**config.mk**
```make
export PLATFORM = sky130hd
export DESIGN_NAME = nis_top
export DESIGN_NICKNAME = d
export VERILOG_FILES = /design/src/nis_pkg.sv /design/src/nis_event_map.sv /design/src/nis_top.sv
export SDC_FILE = /design/constraint.sdc
export NUM_CORES = 1
export LEC_CHECK = 0
export BUFFER_PORTS_ARGS = -buffer_cell sky130_fd_sc_hd__buf_2
export CAP_MARGIN = 10
export CORE_MARGIN = 3
export CORE_UTILIZATION = 25
export CTS_CLUSTER_SIZE = 30
export DETAILED_ROUTE_END_ITERATION = 7
export PLACE_DENSITY = 0.57
export SYNTH_ARGS = -nofsm -noshare
export SYNTH_HDL_FRONTEND = slang
export SYNTH_SLANG_ARGS = --single-unit
```
**constraint.sdc**
```tcl
create_clock -name aclk -period 3.45 [get_ports aclk]
set_input_delay 0.5175 -clock aclk [delete_from_list [all_inputs] [get_ports aclk]]
set_output_delay 0.5175 -clock aclk [all_outputs]
set_load 0.005 [all_outputs]
```
**src/nis_pkg.sv**
```systemverilog
// Overview of operation
// - Writing one clears that cause flag
// - Interrupt line high while unmasked flag set
// - Each flag gated by its own mask
// - Bit 0 set on clean frame reception
// - Bit 1 set on clean frame transmission
// - Bit 2 set on any receive fault
// - Bit 3 set on any transmit fault
// - Bit 4 set when receive ring exhausted
// - Bit 5 set on tally counter MSB
// - Bit 6 set when host copy completes
// - Bit 7 follows offline, cleared by go
// - Bit 7 also flags ring overflow
// - Cause register writes never change bit 7
// - Bit 7 never raises the interrupt
// - Mask bits 0 to 6 enable flags
// - Mask bank powers up cleared
// - Stop goes offline after frame finishes

package nis_pkg;

   // ------------------------------------------------------------------
   // Register indices, byte address is four times the index
   // ------------------------------------------------------------------
   localparam logic [5:0] NIS_CMD_IDX   = 6'h00;
   localparam logic [5:0] NIS_CAUSE_IDX = 6'h07;
   localparam logic [5:0] NIS_MASK_IDX  = 6'h0f;
   localparam int         NIS_AW        = 8;

   // ------------------------------------------------------------------
   // Field positions and reset values
   // ------------------------------------------------------------------
   localparam int         NIS_CMD_STOP_BIT = 0;
   localparam int         NIS_CMD_GO_BIT   = 1;
   localparam int         NIS_NFLAGS       = 7;
   localparam logic [1:0] NIS_CMD_RST      = 2'h1;
   localparam logic [6:0] NIS_MASK_RST     = 7'h00;
   localparam logic [6:0] NIS_FLAGS_RST    = 7'h00;
   localparam int         NIS_TALLY_N      = 3;

   // ------------------------------------------------------------------
   // Bus response codes
   // ------------------------------------------------------------------
   localparam logic [1:0] NIS_RESP_OKAY   = 2'h0;
   localparam logic [1:0] NIS_RESP_SLVERR = 2'h2;

   // ------------------------------------------------------------------
   // Event carrier from the datapath, one-cycle pulses except tally
   // ------------------------------------------------------------------
   typedef struct packed {
      logic                   frame_received_ok;
      logic                   frame_sent_ok;
      logic                   rx_crc_err;
      logic                   rx_align_err;
      logic                   rx_fifo_overrun;
      logic                   rx_missed;
      logic                   tx_excess_coll;
      logic                   tx_fifo_underrun;
      logic                   ring_overrun_warning;
      logic [NIS_TALLY_N-1:0] tally_msb;
      logic                   host_copy_done;
      logic                   ring_overflow;
      logic                   frame_removed;
   } nis_ev_t;

endpackage

```
**src/nis_event_map.sv**
```systemverilog
`timescale 1ns/1ps
`default_nettype none

module nis_event_map (
   input  wire logic           aclk,
   input  wire logic           aresetn,
   input  wire nis_pkg::nis_ev_t ev,
   output logic [6:0]          set_vec
);

   typedef struct packed {
      logic [nis_pkg::NIS_TALLY_N-1:0] msb_prev;
   } nis_map_st_t;

   nis_map_st_t state_ff;
   nis_map_st_t nxt_state;
   logic        tally_rise;

   // ------------------------------------------------------------------
   // Event to flag mapping
   // ------------------------------------------------------------------
   // Tally MSB is a level; only its rising edge counts as an event
   always_comb begin
      nxt_state.msb_prev = ev.tally_msb;
      tally_rise = |(ev.tally_msb & ~state_ff.msb_prev);
      set_vec[0] = ev.frame_received_ok;
      set_vec[1] = ev.frame_sent_ok;
      set_vec[2] = ev.rx_crc_err | ev.rx_align_err |
                   ev.rx_fifo_overrun | ev.rx_missed;
      set_vec[3] = ev.tx_excess_coll | ev.tx_fifo_underrun;
      set_vec[4] = ev.ring_overrun_warning;
      set_vec[5] = tally_rise;
      set_vec[6] = ev.host_copy_done;
   end

   // Counters already past MSB at reset release do not fire
   always_ff @(posedge aclk) begin
      if (!aresetn) begin
         state_ff.msb_prev <= '1;
      end else begin
         state_ff <= nxt_state;
      end
   end

endmodule
`default_nettype wire

```
**src/nis_top.sv**
```systemverilog
// The AXI4-Lite register port was chosen for this implementation.
`timescale 1ns/1ps
`default_nettype none

module nis_top (
   input  wire logic             aclk,
   input  wire logic             aresetn,
   input  wire logic [7:0]       s_axi_awaddr,
   input  wire logic [2:0]       s_axi_awprot,
   input  wire logic             s_axi_awvalid,
   output logic                  s_axi_awready,
   input  wire logic [31:0]      s_axi_wdata,
   input  wire logic [3:0]       s_axi_wstrb,
   input  wire logic             s_axi_wvalid,
   output logic                  s_axi_wready,
   output logic [1:0]            s_axi_bresp,
   output logic                  s_axi_bvalid,
   input  wire logic             s_axi_bready,
   input  wire logic [7:0]       s_axi_araddr,
   input  wire logic [2:0]       s_axi_arprot,
   input  wire logic             s_axi_arvalid,
   output logic                  s_axi_arready,
   output logic [31:0]           s_axi_rdata,
   output logic [1:0]            s_axi_rresp,
   output logic                  s_axi_rvalid,
   input  wire logic             s_axi_rready,
   input  wire nis_pkg::nis_ev_t ev,
   input  wire logic             frame_busy,
   output logic                  irq,
   output logic                  controller_offline
);

   // ------------------------------------------------------------------
   // State
   // ------------------------------------------------------------------
   typedef struct packed {
      logic                        awready;
      logic                        wready;
      logic                        bvalid;
      logic [1:0]                  bresp;
      logic                        arready;
      logic                        rvalid;
      logic [1:0]                  rresp;
      logic [31:0]                 rdata;
      logic                        aw_got;
      logic                        w_got;
      logic [nis_pkg::NIS_AW-1:0]  aw_addr;
      logic [7:0]                  w_data;
      logic                        w_lane0;
      logic [6:0]                  flags;
      logic [6:0]                  mask;
      logic [1:0]                  cmd;
      logic                        offline;
      logic                        ring_ovf;
      logic                        irq;
   } nis_top_st_t;

   nis_top_st_t state_ff;
   nis_top_st_t nxt_state;
   logic [6:0]  set_vec;
   logic [6:0]  wr_clr;
   logic        wr_cause;
   logic        go_wr;
   logic        enter_off;
   logic        aw_fire;
   logic        w_fire;
   logic        do_wr;
   logic [nis_pkg::NIS_AW-1:0] wr_addr;
   logic [7:0]  wr_data;
   logic        wr_lane0;

   // Register index of a byte address, or all ones when unmapped
   function automatic logic [5:0] reg_index(
      input logic [nis_pkg::NIS_AW-1:0] addr
   );
      logic [5:0] idx;
      idx = addr[7:2];
      if (idx == nis_pkg::NIS_CMD_IDX || idx == nis_pkg::NIS_CAUSE_IDX ||
          idx == nis_pkg::NIS_MASK_IDX) begin
         return idx;
      end
      return 6'h3f;
   endfunction

   nis_event_map u_map (
      .aclk    (aclk),
      .aresetn (aresetn),
      .ev      (ev),
      .set_vec (set_vec)
   );

   // ------------------------------------------------------------------
   // Next-state logic
   // ------------------------------------------------------------------
   // Address and data may arrive in either order; the write is applied
   // only once both are held and no response is pending
   always_comb begin
      nxt_state = state_ff;
      wr_clr    = 7'h00;
      wr_cause  = 1'b0;
      go_wr     = 1'b0;
      enter_off = 1'b0;
      aw_fire   = s_axi_awvalid & state_ff.awready;
      w_fire    = s_axi_wvalid & state_ff.wready;
      wr_addr   = aw_fire ? s_axi_awaddr : state_ff.aw_addr;
      wr_data   = w_fire ? s_axi_wdata[7:0] : state_ff.w_data;
      wr_lane0  = w_fire ? s_axi_wstrb[0] : state_ff.w_lane0;
      do_wr     = (state_ff.aw_got | aw_fire) &
                  (state_ff.w_got | w_fire) & ~state_ff.bvalid;

      // Write channel
      if (state_ff.bvalid && s_axi_bready) begin
         nxt_state.bvalid = 1'b0;
      end
      if (aw_fire) begin
         nxt_state.aw_got  = 1'b1;
         nxt_state.aw_addr = s_axi_awaddr;
      end
      if (w_fire) begin
         nxt_state.w_got   = 1'b1;
         nxt_state.w_data  = s_axi_wdata[7:0];
         nxt_state.w_lane0 = s_axi_wstrb[0];
      end
      if (do_wr) begin
         nxt_state.aw_got = 1'b0;
         nxt_state.w_got  = 1'b0;
         nxt_state.bvalid = 1'b1;
         nxt_state.bresp  = nis_pkg::NIS_RESP_OKAY;
         case (reg_index(wr_addr))
            nis_pkg::NIS_CMD_IDX: begin
               if (wr_lane0) begin
                  nxt_state.cmd = wr_data[1:0];
                  go_wr = wr_data[nis_pkg::NIS_CMD_GO_BIT] &
                          ~wr_data[nis_pkg::NIS_CMD_STOP_BIT];
               end
            end
            nis_pkg::NIS_CAUSE_IDX: begin
               wr_cause = wr_lane0;
               // Bit 7 is not writable, only flags 0..6 clear
               if (wr_lane0) begin
                  wr_clr = wr_data[6:0];
               end
            end
            nis_pkg::NIS_MASK_IDX: begin
               if (wr_lane0) begin
                  nxt_state.mask = wr_data[6:0];
               end
            end
            default: begin
               nxt_state.bresp = nis_pkg::NIS_RESP_SLVERR;
            end
         endcase
      end
      nxt_state.awready = ~nxt_state.aw_got;
      nxt_state.wready  = ~nxt_state.w_got;

      // Read channel, reads have no side effects
      if (state_ff.rvalid && s_axi_rready) begin
         nxt_state.rvalid = 1'b0;
      end
      if (s_axi_arvalid && state_ff.arready) begin
         nxt_state.rvalid = 1'b1;
         nxt_state.rresp  = nis_pkg::NIS_RESP_OKAY;
         case (reg_index(s_axi_araddr))
            nis_pkg::NIS_CMD_IDX: begin
               nxt_state.rdata = {30'h0, state_ff.cmd};
            end
            nis_pkg::NIS_CAUSE_IDX: begin
               nxt_state.rdata = {24'h0, state_ff.offline |
                                  state_ff.ring_ovf, state_ff.flags};
            end
            nis_pkg::NIS_MASK_IDX: begin
               nxt_state.rdata = {25'h0, state_ff.mask};
            end
            default: begin
               nxt_state.rdata = 32'h0;
               nxt_state.rresp = nis_pkg::NIS_RESP_SLVERR;
            end
         endcase
      end
      nxt_state.arready = ~nxt_state.rvalid;

      // Flags: a new event beats a clear in the same cycle
      nxt_state.flags = (state_ff.flags & ~wr_clr) | set_vec;

      // Offline waits for the frame in progress; go leaves it
      if (go_wr) begin
         nxt_state.offline = 1'b0;
      end else if (nxt_state.cmd[nis_pkg::NIS_CMD_STOP_BIT] && !frame_busy) begin
         enter_off = ~state_ff.offline;
         nxt_state.offline = 1'b1;
      end

      // Overflow status set wins over frame removal
      if (ev.ring_overflow) begin
         nxt_state.ring_ovf = 1'b1;
      end else if (ev.frame_removed) begin
         nxt_state.ring_ovf = 1'b0;
      end

      // Only flags 0..6 reach the line; bit 7 is status only
      nxt_state.irq = |(nxt_state.flags & nxt_state.mask);
   end

   // ------------------------------------------------------------------
   // Registers
   // ------------------------------------------------------------------
   // Flags reset to zero; software still clears them as a habit
   always_ff @(posedge aclk) begin
      if (!aresetn) begin
         state_ff         <= '0;
         state_ff.flags   <= nis_pkg::NIS_FLAGS_RST;
         state_ff.mask    <= nis_pkg::NIS_MASK_RST;
         state_ff.cmd     <= nis_pkg::NIS_CMD_RST;
         state_ff.offline <= 1'b1;
      end else begin
         state_ff <= nxt_state;
      end
   end

   // Outputs straight from the state register
   assign s_axi_awready      = state_ff.awready;
   assign s_axi_wready       = state_ff.wready;
   assign s_axi_bvalid       = state_ff.bvalid;
   assign s_axi_bresp        = state_ff.bresp;
   assign s_axi_arready      = state_ff.arready;
   assign s_axi_rvalid       = state_ff.rvalid;
   assign s_axi_rresp        = state_ff.rresp;
   assign s_axi_rdata        = state_ff.rdata;
   assign irq                = state_ff.irq;
   assign controller_offline = state_ff.offline;
endmodule
`default_nettype wire

```
Word level (Yosys, flattened, before mapping)
Index checks and enable logic that the tools add are counted.
W data, S select, Z words.
{ "totals": {"output_inout_bits": 43, "elab_cells": 112, "register_bits": 81} }
{ "op_classes": {"n_reduce_logical": 21, "mux": 38, "n_eq_ne": 8, "bitwise": 23} }
{ "ops": {"columns": ["op", "n"], "rows": [
  ["$mux W7", 6],
  ["$mux W6", 6],
  ["$mux W35", 1],
  ["$eq A6 B3 Y1 const B", 4],
  ["$eq A6 B4 Y1 const B", 4],
  ["$logic_not A6 Y1", 4],
  ["$pmux W8 S3", 1],
  ["$mux W1", 16],
  ["$and A7 B7 Y7", 2],
  ["$mux W2", 5],
  ["$mux W9", 1],
  ["$reduce_or A3 Y1", 3],
  ["$mux W8", 1],
  ["$not A7 Y7", 1],
  ["$or A1 B1 Y1", 7],
  ["$or A7 B7 Y7", 1],
  ["$reduce_or A7 Y1", 1],
  ["$reduce_bool A2 Y1", 3],
  ["$and A1 B1 Y1", 5],
  ["$not A1 Y1", 5],
  ["$logic_and A1 B1 Y1", 4],
  ["$logic_or A1 B1 Y1", 4],
  ["$and A3 B3 Y3", 1],
  ["$mux W3", 1],
  ["3 further kinds", 3]
]} }

Longest topological paths before layout
{ "logic_depth": {"depth_word": 17, "mapped_depth": 8} }

Modules after synthesis
A second synthesis with hierarchy kept.
{ "hier_totals": {"cells_unflattened": 291, "hier_area_um2": 2514.9} }
{ "modules_own_cells": {"columns": ["module", "cells_each", "seq_area_each_um2", "instances", "area_each_um2"], "rows": [
  ["nis_top", 274, 1001.0, 1, 2367.3],
  ["nis_event_map", 17, 60.1, 1, 147.6]
]} }

Worst setup path before layout
OpenSTA, ideal clock, no wires.
{ "synth_path": {"path_kind": "input to register", "from": "input port s_axi_awvalid", "to": "register state_ff (netlist bit irq)", "setup_time_ns": 0.125, "t_required_ns": 3.325, "path_stages": 7, "arrival_ns": 2.114, "n_path_buf": 1, "slack_ns": 1.211, "cell_sequence": "a211oi_1 o221a_4 and4b_4 buf_6 mux2i_1 o32ai_1 o41a_1"} }
{ "synth_between": {"elab_chain_cells": 17} }
{ "synth_lines": {"columns": ["element", "line", "text"], "rows": [
  ["from (decl)", "nis_top.sv:10", "input wire logic s_axi_awvalid,"],
  ["$and A1 B1 Y1 (*)", "nis_top.sv:103", "aw_fire = s_axi_awvalid & state_ff.awready;"],
  ["$mux W8", null, null],
  ["$eq A6 B3 Y1 / $logic_not A6 Y1 (equally long branches)", "nis_top.sv:78", "if (idx == nis_pkg::NIS_CMD_IDX || idx == nis_pkg::NIS_CAUSE_IDX ||"],
  ["$logic_or A1 B1 Y1 (2 in a row)", "nis_top.sv:78", null],
  ["$mux W1", "nis_top.sv:78", null],
  ["$mux W1", "nis_top.sv:124", "if (do_wr) begin"],
  ["$mux W6", "nis_top.sv:82", "return 6'h3f;"],
  ["$mux W6", "nis_top.sv:124", null],
  ["$eq A6 B3 Y1", "nis_top.sv:129", "case (reg_index(wr_addr))"],
  ["$mux W7", "nis_top.sv:129", null],
  ["$mux W7", "nis_top.sv:124", null],
  ["$not A7 Y7", "nis_top.sv:184", "nxt_state.flags = (state_ff.flags & ~wr_clr) | set_vec;"],
  ["$and A7 B7 Y7", "nis_top.sv:184", null],
  ["$or A7 B7 Y7", "nis_top.sv:184", null],
  ["$and A7 B7 Y7 (*)", "nis_top.sv:202", "nxt_state.irq = |(nxt_state.flags & nxt_state.mask);"],
  ["$reduce_or A7 Y1 (*)", "nis_top.sv:202", null],
  ["to (signal assigned)", "nis_top.sv:217", "state_ff <= nxt_state;"],
  ["to (decl)", "nis_top.sv:58", "nis_top_st_t state_ff;"]
]} }
Mark *: on every way between the ends. The rest lies on a longest branch, timed or not. The select of a mux whose other input is x is not followed.
A chain may end at the register's enable or synchronous reset.

Worst setup path after layout
{ "layout_path": {"from": "register state_ff (netlist bit s_axi_awready)", "to": "register state_ff (netlist bit irq)"} }
{ "layout_between": {"elab_chain_cells": 17} }
{ "layout_lines": {"columns": ["element", "line"], "rows": [
  ["$and A1 B1 Y1 (*)", "nis_top.sv:103"],
  ["$mux W8", null],
  ["$eq A6 B3 Y1 / $logic_not A6 Y1 (equally long branches)", "nis_top.sv:78"],
  ["$logic_or A1 B1 Y1 (2 in a row)", "nis_top.sv:78"],
  ["$mux W1", "nis_top.sv:78"],
  ["$mux W1", "nis_top.sv:124"],
  ["$mux W6", "nis_top.sv:82"],
  ["$mux W6", "nis_top.sv:124"],
  ["$eq A6 B3 Y1", "nis_top.sv:129"],
  ["$mux W7", "nis_top.sv:129"],
  ["$mux W7", "nis_top.sv:124"],
  ["$not A7 Y7", "nis_top.sv:184"],
  ["$and A7 B7 Y7", "nis_top.sv:184"],
  ["$or A7 B7 Y7", "nis_top.sv:184"],
  ["$and A7 B7 Y7 (*)", "nis_top.sv:202"],
  ["$reduce_or A7 Y1 (*)", "nis_top.sv:202"]
]} }
Marked as above.

==> run_results.csv <==
group,metric,value,unit
cts,ctsHtreeMaxLevel,2,
detailed_routing,drcViolationCount,0,
yosys,synthCells,291,
status,outcome,"complete, no violations",
pwr,p_per_area,407,nW/um2
cts,cts_buffers,5,
yosys,synth_enable_flop_cells,0,
timing,rsz0062_at_grt,"no",
timing,period_minus_slack,2620,ps
cts,root_buffer,"clkbuf_8",
detailed_routing,detail-route-antenna-nets,0,
yosys,ys_top_cells_by_count,"dfxtp_1 (53), nor2_1 (53), buf_4 (36)",
place,place.gp.congestion,0.752,
worst_setup_path,cp_slowest_cell,"dfxtp_1",
detailed_routing,drtPass1Iterations,4,
worst_setup_path,cp_top_family,"compound AO/OA/AOI/OAI gates",
place,port_buffers,59,
place,pre_cts_ws,620,ps
yosys,synth_warnings,0,
cts,cts.sinks,53,
place,place_inst,460,
worst_setup_path,reg2reg_slack,830,ps
cts,cts_tree,"built",
floorplan,start_util,0.264,
timing,fmax,0.382,GHz
worst_hold_path,min_path_type,"in -> reg",
worst_setup_path,critPathCaptureType,"register",
yosys,synth-async-reset-ratio,0,
yosys,yosysSeqAreaShare,0.423,
timing,setup_slack,832,ps
cts,post_cts_buffers,0,
timing,slew_headroom,0.563,
global_route,grt-ovfl-total,0,
yosys,syn_avg_cell_area,8.62,um2
pwr,total_power,0.00115,W
worst_setup_path,required,3640,ps
global_route,antenna_found_initial,0,
detailed_routing,finalWirelength,5.90,mm
floorplan,design.core.area,9500,um2
floorplan,fp.dieH,106,um
worst_setup_path,crit_buf_inv,0,
timing,finalSetupTns,0,ps
worst_setup_path,crit_arrival,2810,ps
pwr,ir_drop,0.000132,V
detailed_routing,detail_route.wl_per_cell,12.6,um
timing,final-hold-violation-count,0,
yosys,synth_top_cell_area_share,0.423,
cts,clk_path_buf_depth,2,
cts,worstSkewPairLatency,310,ps
yosys,synth_seq_cells,53,
worst_setup_path,cp-start-kind,"register",
pwr,cellLeakagePower,1.25,nW
timing,period_share,0.759,
global_route,grt_pass1_wl,9.21,mm
cts,post_cts.resized_instances,0,
detailed_routing,viasPerCell,4.35,
floorplan,io_pins,124,
floorplan,die_w,106,um
cells_and_area,fin_util,0.298,
worst_setup_path,crit_type,"reg -> reg",
cells_and_area,nNetsFinal,419,
worst_setup_path,cpPeakStageDelay,420,ps
cells_and_area,area_growth_syn_to_layout,13.1,%
timing,worst_pin_slew,650,ps
global_route,grt_max_degree,27,
yosys,synth_cell_types,44,
worst_setup_path,path_max_fanout,8,
timing,finClkSkew,15.1,ps
floorplan,rows,35,
cts,cts_hold_buf,0,
cts,clk_pin_slew_worst_paths,100,ps
yosys,syn_area,2510,um2
worst_setup_path,path_cells,"and2_1, mux2i_4, nand4_1, o21a_1, o221a_1, o41a_1",
global_route,grt_pass1_vias,1907,
global_route,grt.total_usage,0.103,
place,dp_hpwl,4.61,mm
detailed_routing,drt_first_iter_violations,73,
timing,drv_slew,0,
flow_run,cap_violations,0,
yosys,synth_ff_type,"dfxtp_1",
cells_and_area,layout-drive-gt1-share,0.242,
yosys,synth.largest_area_cell,"dfxtp_1",
cells_and_area,final_cell_count_no_fill,469,
floorplan,die_area,11300,um2
detailed_routing,num_vias,2040,
timing,setup_viol,0,
yosys,synth.area.top_cells,"dfxtp_1 (42%), buf_4 (11%), nor2_1 (7.9%)",
[logic make-up after synthesis]
kind of cell / synth area share
DFF: 0.423
other: 0.00149
AOI/OAI and AO/OA: 0.143
and+or+nand+nor: 0.204
buffers and inverters: 0.141
muxes: 0.0873
[layout by cell type, fill, tap and decap left out, types with 6 or more instances in the layout]
master / instances
a21oi_1: 20
buf_2: 59
conb_1: 26
dfxtp_1: 53
inv_1: 8
mux2i_1: 14
nand2_1: 18
nor2_1: 53
nor3_1: 9
o21ai_0: 6
[worst min-delay path, delay by kind of cell]
kind | cells | cell delay (ps)
buffers and inverters | 2 | 120
AND/OR/NAND/NOR | 1 | 40
[path summary, 6_finish.rpt]
| path | startpoint | endpoint | cells after the start |
|---|---|---|---|
| worst max-delay path | s_axi_awready$_SDFF_PN0_ | irq$_SDFF_PN0_ | 6 |
| worst min-delay path | ev[5] | u_map.state_ff[2]$_SDFF_PN1_ | 3 |
| worst max register to register | s_axi_awready$_SDFF_PN0_ | irq$_SDFF_PN0_ | 6 |
| worst min register to register | state_ff[34]$_SDFF_PN0_ | state_ff[34]$_SDFF_PN0_ | 2 |
[report_power, final]
| part | leakage, nW | total [W] | switching [W] | internal [W] |
|---|---|---|---|---|
| Sequential | 0.434 | 0.000654 | 0.0000155 | 0.000638 |
| Clock | 0.0456 | 0.000351 | 0.000205 | 0.000145 |
| Combinational | 0.773 | 0.000150 | 0.0000866 | 0.0000634 |
| Total | 1.25 | 0.00115 | 0.000308 | 0.000847 |
[metal layers]
metal | up-vias | track usage | part of all wire
met3 | 6 | 0.0304 | 0.062
met5 | - | 0 | 0
met2 | 55 | 0.178 | 0.48
met1 | 938 | 0.124 | 0.45
li1 | 1041 | - | -
met4 | 0 | 0.0287 | 0.0093
[through the flow]
step	hold WS (ps)	cell area, um2
after floorplan	436	2600
after global placement	444	2750
after detailed placement	451	2750
after CTS	385	2830
after global routing	394	2830
final	395	2840
[sequential cells by signal, summed over array words and instances, names as in the netlist]
| name | flops |
|---|---|
| s_axi_rdata | 8 |
| s_axi_bresp | 1 |
| s_axi_arready | 1 |
| irq | 1 |
| s_axi_rresp | 1 |
| s_axi_bvalid | 1 |
| s_axi_rvalid | 1 |
| controller_offline | 1 |
| s_axi_awready | 1 |
| u_map.state_ff | 3 |
| s_axi_wready | 1 |
| state_ff | 33 |
[area by class of cell]
| type | instances | area (um2) |
|---|---|---|
| Clock buffer | 6 | 72.6 |
| Inverter | 9 | 33.8 |
| Sequential cell | 53 | 1060 |
| Clock inverter | 2 | 13.8 |
| Antenna cell | 1 | 2.50 |
| Timing Repair Buffer | 60 | 303 |
| Multi-Input combinational cell | 209 | 1190 |
| Tap cell | 129 | 161 |
| Fill cell | 1032 | 6670 |
Power figures use the tool's default switching activity.
